`config.mk`:
```
export PLATFORM = sky130hd
export DESIGN_NAME = scr_top
export DESIGN_NICKNAME = d
export VERILOG_FILES = /design/src/rtl/scr_pkg.sv /design/src/rtl/scr_acc_if.sv /design/src/rtl/scr_decode.sv /design/src/rtl/scr_top.sv
export SDC_FILE = /design/constraint.sdc
export NUM_CORES = 1
export LEC_CHECK = 0
export BUFFER_PORTS_ARGS = -buffer_cell sky130_fd_sc_hd__buf_2
export CORE_UTILIZATION = 44
export CTS_CLUSTER_SIZE = 16
export DETAILED_ROUTE_END_ITERATION = 10
export PLACE_DENSITY = 0.87
export SLEW_MARGIN = 0
export SYNTH_ARGS = -nofsm -noshare
export SYNTH_HDL_FRONTEND = slang
export SYNTH_SLANG_ARGS = --single-unit
```
`constraint.sdc`:
```
create_clock -name ref_clk -period 3.74 [get_ports ref_clk]
set_clock_uncertainty 0.2 [all_clocks]
set_input_delay 0.374 -clock ref_clk [delete_from_list [all_inputs] [get_ports ref_clk]]
set_output_delay 0.374 -clock ref_clk [all_outputs]
set_load 0.005 [all_outputs]
```
`src/rtl/scr_pkg.sv`:
```
// Package of constants for the security configuration register bank
// Behaviour
// [RULE1] Fetch block bit 9 set stops secure fetches from non-secure memory; resets clear.
// [RULE2] Hyp call enable bit 8 resets 0; while 0 hyp call undefined in non-secure kernel.
// [RULE3] Monitor call disable bit 7 resets 0; when 1 monitor call undefined non-secure.
// [RULE4] Bit 6 has no function; reads unknown (zero here); software writes zero.
// [RULE5] Abort mask writable bit 5 resets 0; when 0 abort mask changes only secure.
// [RULE6] Fast irq mask writable bit 4 resets 0; when 0 mask changes only secure.
// [RULE7] Bit 3 routes external aborts: 0 abort mode, 1 monitor mode.
// [RULE8] Bit 2 routes fast interrupts: 0 fast-interrupt mode, 1 monitor mode.
// [RULE9] Bit 1 routes normal interrupts: 0 IRQ mode, 1 monitor mode.
// [RULE10] Outside monitor mode bit 0 sets world: 0 secure, 1 non-secure.
// [RULE11] Monitor mode always counts as secure regardless of world select.
// [RULE12] In monitor mode world select picks the banked system register copy.
// [RULE13] Software reaches config register via coprocessor 15, op1 0, c1, c1, op2 0.
// [RULE14] Permit register writable in secure kernel, read-only in non-secure kernel or hyp; here hyp may also write while world bit 0 is 0.
// [RULE15] Bit 18 resets 0; when 1 non-secure aux writes change only coherency bit.
// [RULE16] Bit 17 resets 0; when 1 non-secure l2 writes change only bus error bit.
// [RULE17] Config register accessible only from secure kernel privilege modes; here hyp may also access it while world bit 0 is 0.
// [RULE18] Access without the required right raises an undefined-instruction exception.
package scr_pkg;
   localparam logic [3:0] CP_NUM = 4'hf;
   localparam logic [2:0] CFG_OP1 = 3'h0;
   localparam logic [3:0] CFG_CRN = 4'h1;
   localparam logic [3:0] CFG_CRM = 4'h1;
   localparam logic [2:0] CFG_OP2 = 3'h0;
   localparam logic [2:0] PRM_OP2 = 3'h2;
   localparam int B_FETCH = 9;
   localparam int B_HCE = 8;
   localparam int B_SCD = 7;
   localparam int B_AW = 5;
   localparam int B_FW = 4;
   localparam int B_EA = 3;
   localparam int B_FIQ = 2;
   localparam int B_IRQ = 1;
   localparam int B_WORLD = 0;
   localparam int B_COH = 18;
   localparam int B_L2E = 17;
   localparam logic [31:0] CFG_MASK = 32'h0000_03bf;
   localparam logic [31:0] PRM_MASK = 32'h0006_0000;
   localparam logic [31:0] CFG_RESET = 32'h0000_0000;
   localparam logic [31:0] PRM_RESET = 32'h0000_0000;
   localparam int AUX_COH_BIT = 6;
   localparam int L2_ERR_BIT = 29;
   // Processor mode encodings seen on the mode input
   localparam logic [4:0] MODE_USR = 5'h10;
   localparam logic [4:0] MODE_MON = 5'h16;
   localparam logic [4:0] MODE_HYP = 5'h1a;
endpackage

```
`src/rtl/scr_acc_if.sv`:
```
// Access request and verdict signals between decode and register bank
`timescale 1ns/1ps
interface scr_acc_if;
   logic hit_cfg;
   logic hit_prm;
   logic allow_rd;
   logic allow_wr;
   logic denied;
   modport dec (output hit_cfg, hit_prm, allow_rd, allow_wr, denied);
   modport bank (input hit_cfg, hit_prm, allow_rd, allow_wr, denied);
endinterface

```
`src/rtl/scr_decode.sv`:
```
// Instruction decode and privilege check for the two registers
`timescale 1ns/1ps
module scr_decode
   import scr_pkg::*;
(
   input wire logic req, // Transfer valid
   input wire logic is_rd, // Read when high
   input wire logic [3:0] cp, // Coprocessor number
   input wire logic [2:0] op1, // Opcode1
   input wire logic [3:0] crn, // Primary register
   input wire logic [3:0] crm, // Secondary register
   input wire logic [2:0] op2, // Opcode2
   input wire logic [4:0] mode, // Current mode
   input wire logic nonsec, // Effective world, high for non-secure
   scr_acc_if.dec acc // Verdict
);
   logic base;
   logic kern;
   logic perm;
   always_comb begin
      base = req && cp == CP_NUM && op1 == CFG_OP1 && crn == CFG_CRN && crm == CFG_CRM;
      kern = mode != MODE_USR;
      acc.hit_cfg = base && op2 == CFG_OP2; // RULE13
      acc.hit_prm = base && op2 == PRM_OP2;
      perm = 1'b0;
      if (acc.hit_cfg) begin
         perm = kern && !nonsec; // RULE17
      end else if (acc.hit_prm) begin
         perm = kern && (!nonsec || is_rd); // RULE14
      end
      acc.allow_rd = perm && is_rd;
      acc.allow_wr = perm && !is_rd;
      acc.denied = (acc.hit_cfg || acc.hit_prm) && !perm; // RULE18
   end
endmodule

```
`src/rtl/scr_top.sv`:
```
// Security configuration and non-secure permit register bank
`timescale 1ns/1ps
module scr_top
   import scr_pkg::*;
(
   input wire logic ref_clk, // Core clock
   input wire logic rst, // Sync reset, high
   input wire logic clk_en, // Freezes state when low
   input wire logic req, // Coprocessor transfer valid
   input wire logic is_rd, // Read when high
   input wire logic [3:0] cp, // Coprocessor number
   input wire logic [2:0] op1, // Opcode1
   input wire logic [3:0] crn, // Primary register
   input wire logic [3:0] crm, // Secondary register
   input wire logic [2:0] op2, // Opcode2
   input wire logic [31:0] wdata, // Write data
   input wire logic [4:0] mode, // Current processor mode
   input wire logic hyp_call, // Hyp call decoded
   input wire logic mon_call, // Monitor call decoded
   input wire logic abt_wr, // Request to change abort mask
   input wire logic fiq_wr, // Request to change fast irq mask
   input wire logic aux_wr, // Write to aux control
   input wire logic l2_wr, // Write to l2 extended control
   output logic [31:0] rdata, // Read data
   output logic rd_valid, // Read data valid pulse
   output logic undef_exc, // Undefined-instruction pulse
   output logic nonsec_world, // Effective world, high non-secure
   output logic bank_nonsec, // Banked register copy select
   output logic fetch_block, // Secure fetch from ns memory blocked
   output logic irq_to_mon, // Normal interrupts to monitor
   output logic fiq_to_mon, // Fast interrupts to monitor
   output logic ea_to_mon, // External aborts to monitor
   output logic abt_wr_ok, // Abort mask change allowed
   output logic fiq_wr_ok, // Fast irq mask change allowed
   output logic [31:0] aux_wr_mask, // Writable aux control bits
   output logic [31:0] l2_wr_mask // Writable l2 control bits
);
   ////////////////////////////////////////////////////////////
   logic [31:0] cfg_reg, cfg_next;
   logic [31:0] prm_reg, prm_next;
   logic [31:0] rdata_reg, rdata_next;
   logic rdv_reg, rdv_next;
   logic und_reg, und_next;
   logic ns_reg, ns_next;
   logic bank_reg, bank_next;
   logic fb_reg, fb_next;
   logic irq_reg, irq_next;
   logic fiq_reg, fiq_next;
   logic ea_reg, ea_next;
   logic aw_reg, aw_next;
   logic fw_reg, fw_next;
   logic [31:0] auxm_reg, auxm_next;
   logic [31:0] l2m_reg, l2m_next;
   logic in_mon;
   logic ns_eff;
   logic kern;
   scr_acc_if acc ();

   ////////////////////////////////////////////////////////////
   // Decode uses live world so a change takes effect next access
   scr_decode u_dec (
      .req(req),
      .is_rd(is_rd),
      .cp(cp),
      .op1(op1),
      .crn(crn),
      .crm(crm),
      .op2(op2),
      .mode(mode),
      .nonsec(ns_eff),
      .acc(acc)
   );

   ////////////////////////////////////////////////////////////
   // World kept apart so decode and register update form no process loop
   always_comb begin
      in_mon = mode == MODE_MON;
      kern = mode != MODE_USR;
      ns_eff = cfg_reg[B_WORLD] && !in_mon; // RULE10 RULE11
   end

   ////////////////////////////////////////////////////////////
   always_comb begin
      cfg_next = cfg_reg;
      prm_next = prm_reg;
      rdata_next = 32'h0000_0000;
      rdv_next = 1'b0;
      und_next = acc.denied;
      if (acc.hit_cfg && acc.allow_wr) begin
         // Bit 6 and reserved bits never store
         cfg_next = wdata & CFG_MASK; // RULE4
      end
      if (acc.hit_prm && acc.allow_wr) begin
         prm_next = wdata & PRM_MASK; // RULE14
      end
      if (acc.allow_rd) begin
         rdv_next = 1'b1;
         rdata_next = acc.hit_cfg ? (cfg_reg & CFG_MASK) : (prm_reg & PRM_MASK);
      end
      if (hyp_call && ns_eff && kern && mode != MODE_HYP && !cfg_reg[B_HCE]) begin
         und_next = 1'b1; // RULE2
      end
      if (mon_call && ns_eff && cfg_reg[B_SCD]) begin
         und_next = 1'b1; // RULE3
      end
   end

   ////////////////////////////////////////////////////////////
   always_comb begin
      ns_next = ns_eff;
      bank_next = cfg_reg[B_WORLD]; // RULE12
      fb_next = cfg_reg[B_FETCH] && !ns_eff; // RULE1
      irq_next = cfg_reg[B_IRQ]; // RULE9
      fiq_next = cfg_reg[B_FIQ]; // RULE8
      ea_next = cfg_reg[B_EA]; // RULE7
      aw_next = abt_wr && (!ns_eff || cfg_reg[B_AW]); // RULE5
      fw_next = fiq_wr && (!ns_eff || cfg_reg[B_FW]); // RULE6
      auxm_next = 32'h0000_0000;
      l2m_next = 32'h0000_0000;
      if (aux_wr) begin
         if (!ns_eff) begin
            auxm_next = 32'hffff_ffff;
         end else if (prm_reg[B_COH]) begin
            auxm_next[AUX_COH_BIT] = 1'b1; // RULE15
         end
      end
      if (l2_wr) begin
         if (!ns_eff) begin
            l2m_next = 32'hffff_ffff;
         end else if (prm_reg[B_L2E]) begin
            l2m_next[L2_ERR_BIT] = 1'b1; // RULE16
         end
      end
   end

   ////////////////////////////////////////////////////////////
   // Register and answer group
   always_ff @(posedge ref_clk) begin
      if (rst) begin
         cfg_reg <= CFG_RESET;
         prm_reg <= PRM_RESET;
         rdata_reg <= 32'h0000_0000;
         rdv_reg <= 1'b0;
         und_reg <= 1'b0;
      end else if (clk_en) begin
         cfg_reg <= cfg_next;
         prm_reg <= prm_next;
         rdata_reg <= rdata_next;
         rdv_reg <= rdv_next;
         und_reg <= und_next;
      end
   end

   ////////////////////////////////////////////////////////////
   // Status and permission group
   always_ff @(posedge ref_clk) begin
      if (rst) begin
         ns_reg <= 1'b0;
         bank_reg <= 1'b0;
         fb_reg <= 1'b0;
         irq_reg <= 1'b0;
         fiq_reg <= 1'b0;
         ea_reg <= 1'b0;
         aw_reg <= 1'b0;
         fw_reg <= 1'b0;
         auxm_reg <= 32'h0000_0000;
         l2m_reg <= 32'h0000_0000;
      end else if (clk_en) begin
         ns_reg <= ns_next;
         bank_reg <= bank_next;
         fb_reg <= fb_next;
         irq_reg <= irq_next;
         fiq_reg <= fiq_next;
         ea_reg <= ea_next;
         aw_reg <= aw_next;
         fw_reg <= fw_next;
         auxm_reg <= auxm_next;
         l2m_reg <= l2m_next;
      end
   end

   ////////////////////////////////////////////////////////////
   always_comb begin
      rdata = rdata_reg;
      rd_valid = rdv_reg;
      undef_exc = und_reg;
      nonsec_world = ns_reg;
      bank_nonsec = bank_reg;
      fetch_block = fb_reg;
      irq_to_mon = irq_reg;
      fiq_to_mon = fiq_reg;
      ea_to_mon = ea_reg;
      abt_wr_ok = aw_reg;
      fiq_wr_ok = fw_reg;
      aux_wr_mask = auxm_reg;
      l2_wr_mask = l2m_reg;
   end
endmodule

```
==> Yosys cells after proc, flatten, opt, wreduce, memory -nomap -nowiden <==
Cells that the tools add are included.
{ "totals": {"regBits": 117, "latchBits": 0, "ramBits": 0, "romBits": 0, "in_bits": 66, "output_inout_bits": 106, "wordCells": 75, "memories": 0} }
{ "classes": {"addsub": 0, "n_mul": 0, "n_div": 0, "order_cmp": 0, "eq_ne": 7, "n_shift": 0, "mux": 17, "bitwise_logic": 0, "reduce_logical": 36} }
{ "ops": {"columns": ["cell", "count"], "rows": [
  ["$mux W32", 2],
  ["$mux W19", 2],
  ["$mux W29", 1],
  ["$mux W25", 1],
  ["$logic_and A1 B1 Y1", 23],
  ["$ne A5 B5 Y1 const B", 2],
  ["$mux W1", 9],
  ["$eq A4 B1 Y1 const B", 2],
  ["$logic_not A3 Y1", 2],
  ["$mux W6", 1],
  ["$eq A5 B5 Y1 const B", 1],
  ["$logic_not A1 Y1", 5],
  ["$eq A4 B4 Y1 const B", 1],
  ["$logic_or A1 B1 Y1", 4],
  ["$reduce_and A2 Y1", 2],
  ["$eq A3 B2 Y1 const B", 1],
  ["$mux W2", 1]
]} }

==> Logic depth before layout (Yosys ltp) <==
{ "logic_depth": {"depth_word": 12, "depth_mapped": 5, "depth_no_buf": 4} }

==> Hierarchy <==
Synthesis repeated with hierarchy kept, for this count alone.
{ "unflattened": {"hier_cells": 264, "hier_area_um2": 2258.4} }
{ "by_module_without_submodules": {"columns": ["mod", "instances", "cells_each", "area_per_inst_um2", "seq_area_each_um2"], "rows": [
  ["scr_top", 1, 245, 2075.7, 720.7],
  ["scr_decode", 1, 19, 182.7, 0.0]
]} }

==> Least setup slack after synthesis <==
OpenSTA, ideal clock, no wires.
{ "synth_path": {"path_kind": "input to register", "from": "input crm[3]", "to": "register rdata_reg[18], in the netlist rdata[18]", "setup_ps": 83, "t_arrival_ps": 1392, "required_ps": 3457, "setup_slack_ps": 2066, "stages": 5, "path_buffers": 1, "cell_sequence": "nor4_1 -> and4_1 -> nand4b_2 -> buf_6 -> o31ai_4"} }
{ "synth_between": {"elab_chain_len": 7, "word_cells_on_any_way": 9, "cone_classes": "eq/ne (1); mux (4); reduce/logical (4)"} }
{ "synth_lines": {"columns": ["item", "line_no", "rtl"], "rows": [
  ["start, declared", "scr_top.sv:14", "input wire logic [3:0] crm,"],
  ["$eq A4 B1 Y1 (*)", "scr_decode.sv:21", "base = req && cp == CP_NUM && op1 == CFG_OP1 && crn == CFG_CRN && crm == CFG_CRM;"],
  ["$logic_and A1 B1 Y1 (*)", "scr_decode.sv:21", null],
  ["$logic_and A1 B1 Y1", "scr_decode.sv:24", "acc.hit_prm = base && op2 == PRM_OP2;"],
  ["$mux W1", "scr_decode.sv:28", "end else if (acc.hit_prm) begin"],
  ["$mux W1", "scr_decode.sv:26", "if (acc.hit_cfg) begin"],
  ["$logic_and A1 B1 Y1", "scr_decode.sv:31", "acc.allow_rd = perm && is_rd;"],
  ["$mux W19 (*)", "scr_top.sv:96", "if (acc.allow_rd) begin"],
  ["end signal, assigned", "scr_top.sv:148", "rdata_reg <= rdata_next;"],
  ["end, declared", "scr_top.sv:41", "logic [31:0] rdata_reg, rdata_next;"]
]} }
Every way passes the cells marked *; elsewhere a longest branch is shown, timed or not.
A chain may end at the register's enable or synchronous reset.

==> flow_summary_export.csv <==
group,metric,value,unit
synthesis,synth_xor_area_share,0.385,%
detailed_routing,drt_iter0_drc,60,
timing,holdWs,0.120,ns
die,io_pins,172,
synthesis,synth_ff_type,"dfxtp_1",
critical_path,startpoint_type,"primary input",
place,gp_congestion,0.764,
job,max-cap-violations,0,
timing,maxSlewViolCount,0,
synthesis,yosysWarnings,0,
timing,setup_tns,0,ns
die,start_util,46.9,%
cells_and_area,syn2layout_area_growth,10.2,%
grt,grt_pass1_wl,6.93,mm
critical_path,slowest_delay,0.36,ns
critical_path,crit_family,"simple AND/OR/NAND/NOR gates",
pwr,power_leakage,0.00124,µW
synthesis,synthMuxAreaShare,7.04,%
synthesis,synth-seq-cells,36,
cells_and_area,fill_cells,445,
cts,cts_resized,0,
die,die_y,73.9,µm
grt,met3_usage,3.43,%
detailed_routing,wl,4.52,mm
critical_path,path_cells,"buf_2 > and4bb_2 > and4_1 > nand4b_2 > a221oi_1",
timing,fin_crit_sh,52.2,%
place,dpl.hpwl,3.31,mm
synthesis,synthAdderAreaFrac,0,%
detailed_routing,ant_nets,0,
synthesis,synth_compound_area_share,10.9,%
timing,finalCriticalPeriod,1.95,ns
synthesis,synth_edf_count,0,
place,post_dp_cell_area,0.00241,mm²
cts,cts_hold_repair.buffers,0,
synthesis,synth-seq-area-share,31.7,%
synthesis,synth_cell_type_count,40,
die,dieArea,0.00546,mm²
grt,gr-usage-all-layers,16.6,%
timing,hold_viol_final,0,
cts,cts-buffers-inserted,5,
worst_hold_path,hold_path.class,"in -> reg",
grt,gr-total-overflow,0,
grt,met2_usage,29.3,%
cts,cts_buffer_depth,2,
timing,relSlewSlack,44.1,%
timing,rsz0062_at_grt,"no",
synthesis,syn_inst,262,
cts,path_clk_slew,0.07,ns
die,die_x,73.9,µm
cts,cts_tree,"yes",
run_status,status,"finished clean",
detailed_routing,firstDrtPassIters,4,
grt,grt_max_degree,33,
timing,max_freq,512,MHz
critical_path,critPathSlowestCell,"a221oi_1",
critical_path,path_buf_inv,1,
timing,worst_slew_pin_slew,0.837,ns
cts,clock_latency,0.29,ns
critical_path,required,3.74,ns
cells_and_area,layout_common_cells,"129 x buf_2, 36 x dfxtp_1, 35 x nand2_1",
grt,grt-busiest-layer,"met2",
die,core.rowCount,25,
cells_and_area,antennaDiodeCount,0,
synthesis,synth_top_family_by_area,"buffers and inverters",
detailed_routing,drc,0,
die,core,0.00485,mm²
cts,cts_setup_buffers,0,
cells_and_area,fin_area,0.00251,mm²
detailed_routing,vias,1826,
cells_and_area,mostFrequentLayoutCell,"buf_2",
cells_and_area,layout-drive-gt1-share,45.4,%
cells_and_area,largest_reg_flops,11,
critical_path,path_max_fanout,20,
grt,grt_pass1_vias,1482,
cells_and_area,nNetsFinal,391,
critical_path,arrival,1.95,ns
grt,met1_usage,19.1,%
timing,setup_viol,0,
cts,root_buffer,"clkbuf_8",
synthesis,synth-async-reset-ratio,0,%
detailed_routing,routedWlPerCell,11.5,µm
pwr,power_density,317,mW/mm²
grt,antenna_found_initial,0,
synthesis,synth.avg_cell_area,8.69,µm²
cts,h-tree-depth,2,
detailed_routing,viasPerCell,4.65,
critical_path,endpoint_kind,"register",
pwr,ir_worst_vdd,0.247,mV
synthesis,syn_area,0.00228,mm²
critical_path,path_class,"in -> reg",
cts,cts_sinks,36,
synthesis,synth-simple-area-share,18.0,%
place,io_buffers,129,
## per-stage QoR
stage          std cells  power [µW]  utilization (%)  worst slack [ns]
3_5_place_dp         385         511             49.8              1.45
3_3_place_gp         385         509             49.8              1.50
4_1_cts              393         803             51.7              1.75
6_report             393         794             51.7              1.79
5_1_grt              393         831             51.7              1.61
2_1_floorplan        282         510                -              2.07
## metal layers
metal | share of wire [%] | up-vias
met4 | 1.2 | 0
met5 | 0 | -
met2 | 51 | 96
li1 | - | 913
met3 | 6.7 | 5
met1 | 41 | 812
## final cells by class
class / count / area [µm²] / share of cell area [%]
repair buffers: 130 / 653 / 26.0
clock inverters: 1 / 7.51 / 0.299
well taps: 67 / 83.8 / 3.34
clock buffers: 7 / 86.3 / 3.44
flip-flops and latches: 36 / 721 / 28.7
multi-input cells: 139 / 907 / 36.2
inverters: 13 / 48.8 / 1.95
## cell usage after synthesis (4+ instances only)
cell	number	area share, %
nand2_1	35	5.8
clkbuf_1	9	1.5
dfxtp_1	36	32
nand4b_1	8	3.1
mux2i_1	16	7.0
buf_4	81	27
nor2_1	6	0.99
o21ai_0	4	0.88
inv_1	13	2.1
o22ai_1	4	1.1
nand3_1	5	1.1
o32ai_1	9	3.5
a21oi_1	4	0.88
## power by group
group / switching, µW / internal (µW)
Combinational: 55.4 / 51.7
Sequential: 7.88 / 387
Clock: 142 / 150
Total: 206 / 588
## final timing paths
kind                             startpoint           to  slack (ns)  cells past startpoint
worst max register to register   cfg_reg[0]   cfg_reg[4]        2.18                      5
worst min-delay path               wdata[0]   cfg_reg[0]        0.12                      3
worst max-delay path                 clk_en     rd_valid        1.79                      5
worst min register to register  fetch_block  fetch_block        0.27                      2
## tightest hold or removal path, cell delays in order
cell and delay [ns]:
buf_2 0.09, nand2_1 0.04, mux2i_1 0.05
## cell families after synthesis
| kind of cell | Yosys count |
|---|---|
| xor gates and xnor gates | 1 |
| muxes | 16 |
| and+or+nand+nor | 69 |
| buffers and inverters | 107 |
| DFF | 36 |
| other | 1 |
| AOI/OAI and AO/OA | 32 |
(Power assumes the default switching activity.)
